**src/hdl/cptr_pkg.sv**
```systemverilog
// Package: register offsets, field positions, reset values and timing constants
package cptr_pkg;
    localparam logic [7:0] CPTR_OFS_VCTRL  = 8'h04;
    localparam logic [7:0] CPTR_OFS_TCTRL  = 8'h05;
    localparam logic [7:0] CPTR_OFS_FAULT  = 8'h09;
    localparam logic [7:0] CPTR_RST_VCTRL  = 8'hb2;
    localparam logic [7:0] CPTR_RST_TCTRL  = 8'h9a;
    localparam int         CPTR_VCODE_HI   = 7;
    localparam int         CPTR_VCODE_LO   = 2;
    localparam int         CPTR_PRE_BIT    = 1;
    localparam int         CPTR_RCH_BIT    = 0;
    localparam int         CPTR_TERM_BIT   = 7;
    localparam int         CPTR_EARLY_BIT  = 6;
    localparam int         CPTR_WD_HI      = 5;
    localparam int         CPTR_WD_LO      = 4;
    localparam int         CPTR_TMR_BIT    = 3;
    localparam int         CPTR_TLIM_HI    = 2;
    localparam int         CPTR_TLIM_LO    = 1;
    localparam int         CPTR_FAULT_HI   = 5;
    localparam int         CPTR_FAULT_LO   = 4;
    localparam logic [1:0] CPTR_FAULT_TMR  = 2'h3;
    localparam int         CPTR_CLK_HZ     = 10000000;
    localparam int         CPTR_TICK_S     = 1;
    localparam int         CPTR_TICK_CYC   = CPTR_CLK_HZ * CPTR_TICK_S;
    localparam int         CPTR_WD_S0      = 40;
    localparam int         CPTR_WD_S1      = 80;
    localparam int         CPTR_WD_S2      = 160;
    localparam int         CPTR_HR_S       = 3600;
    localparam int         CPTR_LIM_H0     = 5;
    localparam int         CPTR_LIM_H1     = 8;
    localparam int         CPTR_LIM_H2     = 12;
    localparam int         CPTR_LIM_H3     = 20;
endpackage

```
**src/hdl/cptr_sec_counter.sv**
```systemverilog
`timescale 1ns/1ps
// Seconds counter with clear, enable and half-rate option, compared to a limit
module cptr_sec_counter #(
    parameter int W = 17
) (
    input  wire logic         clk_sys,
    input  wire logic         resetn,
    input  wire logic         tick,
    input  wire logic         run,
    input  wire logic         clear,
    input  wire logic         half,
    input  wire logic [W-1:0] limit,
    output logic              expired
);
    logic [W-1:0] cnt_r;
    logic         phase_r;
    wire          step = tick && run && (!half || phase_r);
    wire          hit  = (cnt_r >= limit);

    always_ff @(posedge clk_sys or negedge resetn) begin
        if (!resetn) begin
            cnt_r   <= '0;
            phase_r <= 1'b0;
            expired <= 1'b0;
        end else if (clear) begin
            cnt_r   <= '0;
            phase_r <= 1'b0;
            expired <= 1'b0;
        end else begin
            if (tick && run)
                phase_r <= ~phase_r;
            if (step && !hit)
                cnt_r <= cnt_r + 1'b1;
            expired <= run && hit;
        end
    end
endmodule

```
**src/hdl/cptr_regs.sv**
```systemverilog
`timescale 1ns/1ps
// Charge parameter and timer control registers with watchdog and safety timer
module cptr_regs
    import cptr_pkg::*;
#(
    parameter int TICK_CYC = CPTR_TICK_CYC
) (
    input  wire logic       clk_sys,
    input  wire logic       resetn,
    input  wire logic       reg_wr,
    input  wire logic       reg_rd,
    input  wire logic [7:0] reg_addr,
    input  wire logic [7:0] reg_wdata,
    input  wire logic       link_access,
    input  wire logic       fast_charge,
    input  wire logic       timer_slowdown_enable,
    input  wire logic       dpm_active,
    input  wire logic       thermal_reg_active,
    input  wire logic       termination_current_reached,
    input  wire logic       below_800ma,
    output logic [7:0]      reg_rdata,
    output logic [5:0]      charge_voltage_code,
    output logic            precharge_threshold_sel,
    output logic            recharge_offset_sel,
    output logic            term_enable,
    output logic            charge_done_ind,
    output logic            wd_fault,
    output logic [1:0]      charge_fault_field
);
    logic [7:0]  vctrl_r;
    logic [7:0]  tctrl_r;
    logic [23:0] div_r;
    logic        fc_d_r;
    logic        wd_exp;
    logic        tmr_exp;

    wire        tick      = (div_r == 24'(TICK_CYC - 1));
    wire        wr_v      = reg_wr && (reg_addr == CPTR_OFS_VCTRL);
    wire        wr_t      = reg_wr && (reg_addr == CPTR_OFS_TCTRL);
    wire [1:0]  wd_sel    = tctrl_r[CPTR_WD_HI:CPTR_WD_LO];
    wire [1:0]  lim_sel   = tctrl_r[CPTR_TLIM_HI:CPTR_TLIM_LO];
    wire        tmr_en    = tctrl_r[CPTR_TMR_BIT];
    wire        fc_start  = fast_charge && !fc_d_r;
    wire [16:0] wd_lim    = (wd_sel == 2'h1) ? 17'(CPTR_WD_S0) :
                            (wd_sel == 2'h2) ? 17'(CPTR_WD_S1) : 17'(CPTR_WD_S2);
    wire [16:0] tmr_lim   = (lim_sel == 2'h0) ? 17'(CPTR_LIM_H0 * CPTR_HR_S) :
                            (lim_sel == 2'h1) ? 17'(CPTR_LIM_H1 * CPTR_HR_S) :
                            (lim_sel == 2'h2) ? 17'(CPTR_LIM_H2 * CPTR_HR_S) : 17'(CPTR_LIM_H3 * CPTR_HR_S);
    wire        slow      = timer_slowdown_enable && (dpm_active || thermal_reg_active);
    wire        done_nxt  = tctrl_r[CPTR_EARLY_BIT] ? below_800ma : termination_current_reached;
    wire [7:0]  rdata_nxt = (reg_addr == CPTR_OFS_VCTRL) ? vctrl_r :
                            (reg_addr == CPTR_OFS_TCTRL) ? tctrl_r :
                            (reg_addr == CPTR_OFS_FAULT) ? {2'h0, charge_fault_field, 4'h0} : 8'h00;

    // Watchdog expiry restores defaults so a silent host cannot leave odd settings
    always_ff @(posedge clk_sys or negedge resetn) begin
        if (!resetn) begin
            vctrl_r <= CPTR_RST_VCTRL;
            tctrl_r <= CPTR_RST_TCTRL;
        end else if (wd_exp) begin
            vctrl_r <= CPTR_RST_VCTRL;
            tctrl_r <= CPTR_RST_TCTRL;
        end else begin
            if (wr_v)
                vctrl_r <= reg_wdata;
            if (wr_t)
                tctrl_r <= reg_wdata;
        end
    end

    always_ff @(posedge clk_sys or negedge resetn) begin
        if (!resetn) begin
            div_r  <= '0;
            fc_d_r <= 1'b0;
        end else begin
            div_r  <= tick ? 24'h000000 : div_r + 24'h000001;
            fc_d_r <= fast_charge;
        end
    end

    cptr_sec_counter #(.W(17)) u_wd (
        .clk_sys (clk_sys),
        .resetn  (resetn),
        .tick    (tick),
        .run     (wd_sel != 2'h0),
        .clear   (link_access || wd_exp || reg_wr || reg_rd),
        .half    (1'b0),
        .limit   (wd_lim),
        .expired (wd_exp)
    );

    cptr_sec_counter #(.W(17)) u_tmr (
        .clk_sys (clk_sys),
        .resetn  (resetn),
        .tick    (tick),
        .run     (tmr_en && fast_charge),
        .clear   (fc_start || !tmr_en),
        .half    (slow),
        .limit   (tmr_lim),
        .expired (tmr_exp)
    );

    // Outputs registered; the fault code stays until a new fast-charge phase
    always_ff @(posedge clk_sys or negedge resetn) begin
        if (!resetn) begin
            reg_rdata               <= 8'h00;
            charge_voltage_code     <= CPTR_RST_VCTRL[CPTR_VCODE_HI:CPTR_VCODE_LO];
            precharge_threshold_sel <= 1'b0;
            recharge_offset_sel     <= 1'b0;
            term_enable             <= 1'b0;
            charge_done_ind         <= 1'b0;
            wd_fault                <= 1'b0;
            charge_fault_field      <= 2'h0;
        end else begin
            if (reg_rd)
                reg_rdata <= rdata_nxt;
            charge_voltage_code     <= vctrl_r[CPTR_VCODE_HI:CPTR_VCODE_LO];
            precharge_threshold_sel <= vctrl_r[CPTR_PRE_BIT];
            recharge_offset_sel     <= vctrl_r[CPTR_RCH_BIT];
            term_enable             <= tctrl_r[CPTR_TERM_BIT];
            charge_done_ind         <= done_nxt;
            if (wd_exp)
                wd_fault <= 1'b1;
            else if (reg_rd && reg_addr == CPTR_OFS_FAULT)
                wd_fault <= 1'b0;
            if (tmr_exp)
                charge_fault_field <= CPTR_FAULT_TMR;
            else if (fc_start)
                charge_fault_field <= 2'h0;
        end
    end
endmodule

```
**config.mk**
```make
export PLATFORM = sky130hd
export DESIGN_NAME = cptr_regs
export DESIGN_NICKNAME = d
export VERILOG_FILES = /design/src/hdl/cptr_pkg.sv /design/src/hdl/cptr_sec_counter.sv /design/src/hdl/cptr_regs.sv
export SDC_FILE = /design/constraint.sdc
export NUM_CORES = 1
export LEC_CHECK = 0
export BUFFER_PORTS_ARGS = -buffer_cell sky130_fd_sc_hd__buf_2
export CORE_MARGIN = 4
export CORE_UTILIZATION = 40
export CTS_BUF_LIST = sky130_fd_sc_hd__clkbuf_4
export CTS_CLUSTER_DIAMETER = 150
export CTS_CLUSTER_SIZE = 14
export DETAILED_ROUTE_END_ITERATION = 8
export GPL_ROUTABILITY_DRIVEN = 0
export GPL_TIMING_DRIVEN = 0
export PLACE_DENSITY = 0.55
export SYNTH_ARGS = -nofsm -noshare
export SYNTH_HDL_FRONTEND = slang
export SYNTH_HIERARCHICAL = 1
export SYNTH_SLANG_ARGS = --single-unit
```
**constraint.sdc**
```tcl
create_clock -name clk_sys -period 2.9 [get_ports clk_sys]
set_input_delay 0.435 -clock clk_sys [delete_from_list [all_inputs] [get_ports clk_sys]]
set_output_delay 0.435 -clock clk_sys [all_outputs]
set_load 0.01 [all_outputs]
```
# Yosys cells after proc, flatten, opt, wreduce, memory -nomap -nowiden

Cells that the tools add are included.

Word-level logic and storage cells: 90
Bits in registers: 99
Input port bits: 27

Eq/ne operators: 8
Bitwise operators: 1
Add/subtract/negate cells: 3
$lt $le $gt $ge: 2
Multiplexer cells: 26
Reductions and logical operators: 33

Operator list:

| kind                  | count |
|---|---|
| $mux 17               | 7 |
| $mux 8                | 8 |
| $add 17x1->17 const B | 2 |
| $add 24x1->24 const B | 1 |
| $eq 24x24->1 const B  | 1 |
| $mux 24               | 1 |
| $ge 17x17->1          | 1 |
| $ge 17x8->1           | 1 |
| $eq 8x3->1 const B    | 2 |
| $reduce_bool 2->1     | 8 |
| $logic_and 1x1->1     | 13 |
| $eq 8x4->1 const B    | 1 |
| $mux 1                | 7 |
| $logic_or 1x1->1      | 6 |
| $mux 6                | 1 |
| $logic_not 1->1       | 5 |
| $eq 2x1->1 const B    | 2 |
| $eq 2x2->1 const B    | 2 |
| $mux 2                | 2 |
| $logic_not 2->1       | 1 |
| $not 1->1             | 1 |

# Longest topological paths before layout

Depth after elaboration: 9
Mapped depth: 14
Mapped depth without buffers: 12

# Cells and area by module

The synthesis kept the hierarchy.

By module, submodules not included:

| module           | cells an instance | area an instance (um2) | times used |
|---|---|---|---|
| cptr_sec_counter | 170               | 1500.2                 | 2 |
| cptr_regs        | 272               | 2884.0                 | 1 |

# Least setup slack after synthesis

No wires, ideal clock.

Kind: reg2reg
From: reg tctrl_r[1]
To: reg u_tmr.cnt_r[11]
Arrival: 2.779 ns
Setup slack: 0.043 ns
Setup time: 0.078 ns
Buffers on the path: 1
Cell stages (with the launch flop): 13
Data required time: 2.822 ns
Clock period less this slack: 2.857 ns
Path through: dfstp_2 inv_1 ha_1 nor2_1 inv_1 ha_1 and2_1 a221o_1 a2bb2oi_2 o211ai_2 buf_6 or4_1 a21oi_1

Elaborated cells on any way between the ends: 10
Those cells by class: order compare (1); eq/ne (2); mux (3); reduce/logical (4)

RTL lines:

| what                                 | RTL line               | source |
|---|---|---|
| start: declaration                   | cptr_regs.sv:31        | `logic [7:0] tctrl_r;` |
| start signal: assignment             | cptr_regs.sv:67        | `tctrl_r <= reg_wdata;` |
| $eq 2x1->1                           | cptr_regs.sv:47        | `(lim_sel == 2'h1) ? 17'(CPTR_LIM_H1 * CPTR_HR_S) :` |
| $mux 17                              | cptr_regs.sv:47        |  |
| $mux 17 *                            | cptr_regs.sv:46        | `wire [16:0] tmr_lim = (lim_sel == 2'h0) ? 17'(CPTR_LIM_H0 * CPTR_HR_S) :` |
| net tmr_lim[10]                      | cptr_regs.sv:46        |  |
| $ge 17x17->1 *                       | cptr_sec_counter.sv:18 | `wire hit = (cnt_r >= limit);` |
| $logic_not 1->1 *                    | cptr_sec_counter.sv:32 | `if (step && !hit)` |
| $logic_and 1x1->1 *                  | cptr_sec_counter.sv:32 |  |
| $reduce_bool 2->1 (no source line) * | n/a                    |  |
| end signal: assignment               | cptr_sec_counter.sv:33 | `cnt_r <= cnt_r + 1'b1;` |
| end: declaration                     | cptr_sec_counter.sv:15 | `logic [W-1:0] cnt_r;` |

The timed path passes the listed nets; every way through them passes the cells marked *.
A chain may end at the register's enable or synchronous reset.

# Final worst setup path

From: reg tctrl_r[1]
To: reg u_tmr.cnt_r[14]

Same word-level chain as after synthesis.

==> results.py <==
metrics = {
    "run_status": {
        "run_status": "complete, but fails checks",
        "violations": "setup timing",
    },
    "clock_network": {
        "path_clk_slew_ps": 190,
        "clock_sinks": 99,
        "clkLatencyLatePin_ps": 490,
        "cts_made_buffers": 9,
        "cts_tree": "yes",
        "cts_root_buffer": "clkbuf_4",
        "clk_path_buf_depth": 2,
        "cts_max_level": 3,
    },
    "synth": {
        "netlist_area_sq_mm": 0.00588,
        "synth-edff-count": 0,
        "yosysWarnings": 6,
        "synth_flop_cell": "dfrtp_1",
        "syn_inst": 612,
        "synth-seq-cells": 99,
        "ys_types": 54,
        "yosysSeqAreaShare_pct": 42.3,
        "syn_area_per_cell_sq_um": 9.62,
        "synth-async-reset-ratio_pct": 100,
    },
    "min_path": {
        "hold_depth": 1,
        "hold_class": "input pin to flip-flop",
    },
    "drt": {
        "ant_nets": 0,
        "route.detailed.drc": 0,
        "drt_iter0_drc": 208,
        "viasPerCell": 5.37,
        "drtPass1Iterations": 7,
        "dr_total_vias": 4819,
        "wl_met3_microns": 523,
        "route.met2.wl_microns": 7040,
        "avgRoutedWirePerCell_microns": 16.0,
        "highest_layer": "met4",
        "routed_wl_microns": 14300,
        "met1_length_microns": 6640,
    },
    "critical_path": {
        "r2r_slack_ps": -90,
        "start_kind": "flip-flop",
        "cp_max_fo": 5,
        "cp.required_ps": 3300,
        "crit_type": "flip-flop to flip-flop",
        "worst_r2r_path_depth": 12,
        "cp.arrival_ps": 3390,
        "critPathCaptureType": "flip-flop",
    },
    "floorplanning": {
        "rows": 44,
        "initial_utilization_pct": 40.6,
        "io_pins": 48,
        "design.die.area_sq_mm": 0.0167,
        "die_h_microns": 129,
        "dieWidth_microns": 129,
        "coreArea_sq_mm": 0.0145,
    },
    "timing": {
        "hold_viol_final": 0,
        "worst_pin_slew_ps": 661,
        "slew_headroom_pct": 55.9,
        "fin_ws_ps": -85.8,
        "rsz0062_at_grt": "yes",
        "finalCriticalPeriod_ps": 2990,
        "fin_hold_ws_ps": 105,
        "timing.fmax_mhz": 335,
        "clock_skew_ps": 34.1,
        "min_period_over_period_pct": 103,
        "setup_viol": 15,
        "finalMaxSlewViolations": 0,
    },
    "placed_design": {
        "dpl.hpwl_microns": 10000,
        "portBuffers": 47,
        "dp.cells": 862,
    },
    "finish": {
        "num_antenna_cells": 0,
        "syn2layout_area_growth_pct": 22.0,
        "drive_above_1_share_pct": 27.3,
        "nets": 782,
        "fin_cells": 897,
        "fillers": 1363,
    },
    "grt": {
        "grt.overflow.total": 0,
        "grt_start_max_net_pins": 53,
        "grt_pass1_wl_microns": 24100,
        "antenna_found_initial": 0,
        "grtUsageTotal_pct": 17.9,
        "first_global_vias": 4980,
    },
    "pwr": {
        "peakVddDrop_v": 0.000199,
        "p_total_mw": 2.44,
        "total_leakage_power_nw": 3.24,
        "power_density_mw_per_mm2": 339,
    },
    "flow_run": {
        "maxCapViolCount": 0,
    },
}
cells in the final DEF (no fill, tap or decap), types with 9 or more instances in the layout:
cell / synthesis / routed
mux2i_1: 17 / 17
buf_2: 2 / 49
a21oi_2: 0 / 19
buf_6: 5 / 11
ha_1: 47 / 38
a21o_1: 12 / 12
nor2_1: 38 / 35
o31ai_1: 25 / 16
inv_1: 58 / 52
and3_1: 11 / 11
clkbuf_1: 14 / 12
or4_4: 1 / 14
o31ai_2: 0 / 9
dfrtp_1: 88 / 87
xor2_1: 9 / 9
nand2_1: 43 / 43
buf_4: 4 / 16
clkbuf_4: 0 / 10
a21oi_1: 56 / 37
nand3_1: 21 / 19
conb_1: 1 / 19
nor3_1: 10 / 10
nand4_1: 9 / 9
or4_1: 27 / 14
dfstp_2: 11 / 11
stage by stage:
stage	setup TNS (ps)	setup slack [ps]	cell area, sq um	utilization, %
6_report	-468	-85.8	7180	49.6
5_1_grt	-2310	-170	7180	49.6
4_1_cts	-1.09	-1.09	6880	47.5
3_5_place_dp	-15710	-550	6450	44.5
3_3_place_gp	-14380	-503	6420	44.3
2_1_floorplan	0	42.7	5950	-
synth_stat cells, drive strengths merged (6+ instances only):
library cell / number / share of area, %
a21oi: 56 / 4.8
and3: 11 / 1.2
nand4: 9 / 0.96
and4: 7 / 1.0
nor2: 38 / 2.4
o22ai: 6 / 0.64
nand2b: 6 / 0.64
mux2i: 17 / 2.9
buf: 13 / 2.1
nor3: 10 / 0.85
or4bb: 6 / 1.1
o21ai: 9 / 0.77
xnor2: 8 / 1.2
dfstp: 11 / 4.9
o41ai: 6 / 0.89
or3: 7 / 0.74
ha: 47 / 10
o31ai: 25 / 3.2
or4: 28 / 3.6
a21o: 12 / 1.5
dfrtp: 88 / 37
xor2: 9 / 1.3
or2: 6 / 0.64
nand2: 43 / 2.7
clkbuf: 14 / 0.89
inv: 58 / 3.7
nand3: 21 / 1.8
power by group:
group / total [mW] / internal [mW] / leakage [nW] / switching, mW
Sequential: 1.43 / 1.41 / 1.32 / 0.0162
Clock: 0.808 / 0.293 / 0.0854 / 0.515
Combinational: 0.201 / 0.0800 / 1.84 / 0.121
cell families after synthesis:
family | after synthesis | share of synthesized area, %
other cells | 1 | 0.0637
flops | 99 | 42.3
mux | 18 | 3.08
simple gates | 214 | 20.6
xor+xnor | 17 | 2.53
fa+ha+maj | 47 | 9.99
compound gates | 131 | 14.6
buf+inv | 85 | 6.74
final cells by class:
type	instances	area (sq um)	area share, %
Buffer	27	181	2.53
Timing Repair Buffer	67	453	6.31
Clock buffer	10	75.1	1.05
Multi-Input combinational cell	446	3450	48.0
Sequential cell	99	2490	34.7
Clock inverter	6	78.8	1.10
Tap cell	184	230	3.21
Inverter	58	223	3.10
state kept, by name, summed over array words and instances, names as in the netlist, 6 cells and up:
register             flops
u_tmr/cnt_r             17
u_wd/cnt_r              17
vctrl_r                  8
tctrl_r                  8
charge_voltage_code      6
reg_rdata                8
div_r                   24
final timing paths:
| check | endpoint | start |
|---|---|---|
| worst max-delay path | u_tmr/cnt_r[14] | tctrl_r[1] |
| worst min-delay path | fc_d_r | fast_charge |
| worst max register to register | u_tmr/cnt_r[14] | tctrl_r[1] |
| worst min register to register | charge_voltage_code[5] | vctrl_r[7] |
| max in group asynchronous | tctrl_r[3] | resetn |
| min in group asynchronous | div_r[16] | resetn |
metal layers:
metal | up-vias | track usage [%]
met3 | 7 | 3.67
met1 | 2380 | 23.7
met4 | 0 | 4.20
met2 | 65 | 30.2
li1 | 2367 | -
met5 | - | 0
worst max-delay path: stages, from the launching register on:
cell       delay, ps
dfstp_2          620
inv_4             60
ha_4             190
nor2_4           130
inv_2             50
ha_4             200
and2_4           150
a221o_1          360
a2bb2oi_4        200
o211ai_4         130
buf_6            160
or4_1            510
a21oi_1          150
timing repair:
| action | 4_1_cts | 5_1_grt |
|---|---|---|
| hold endpoints to repair | 47 | 0 |
| cloned | 2 | 1 |
| pin swaps | 24 | 42 |
| setup endpoints to repair | 35 | 34 |
| buffers inserted | 12 | 3 |
| resized for setup | 30 | 67 |
| hold buffers | 1 | 0 |
No activity file was read; power rests on OpenSTA's default activity.
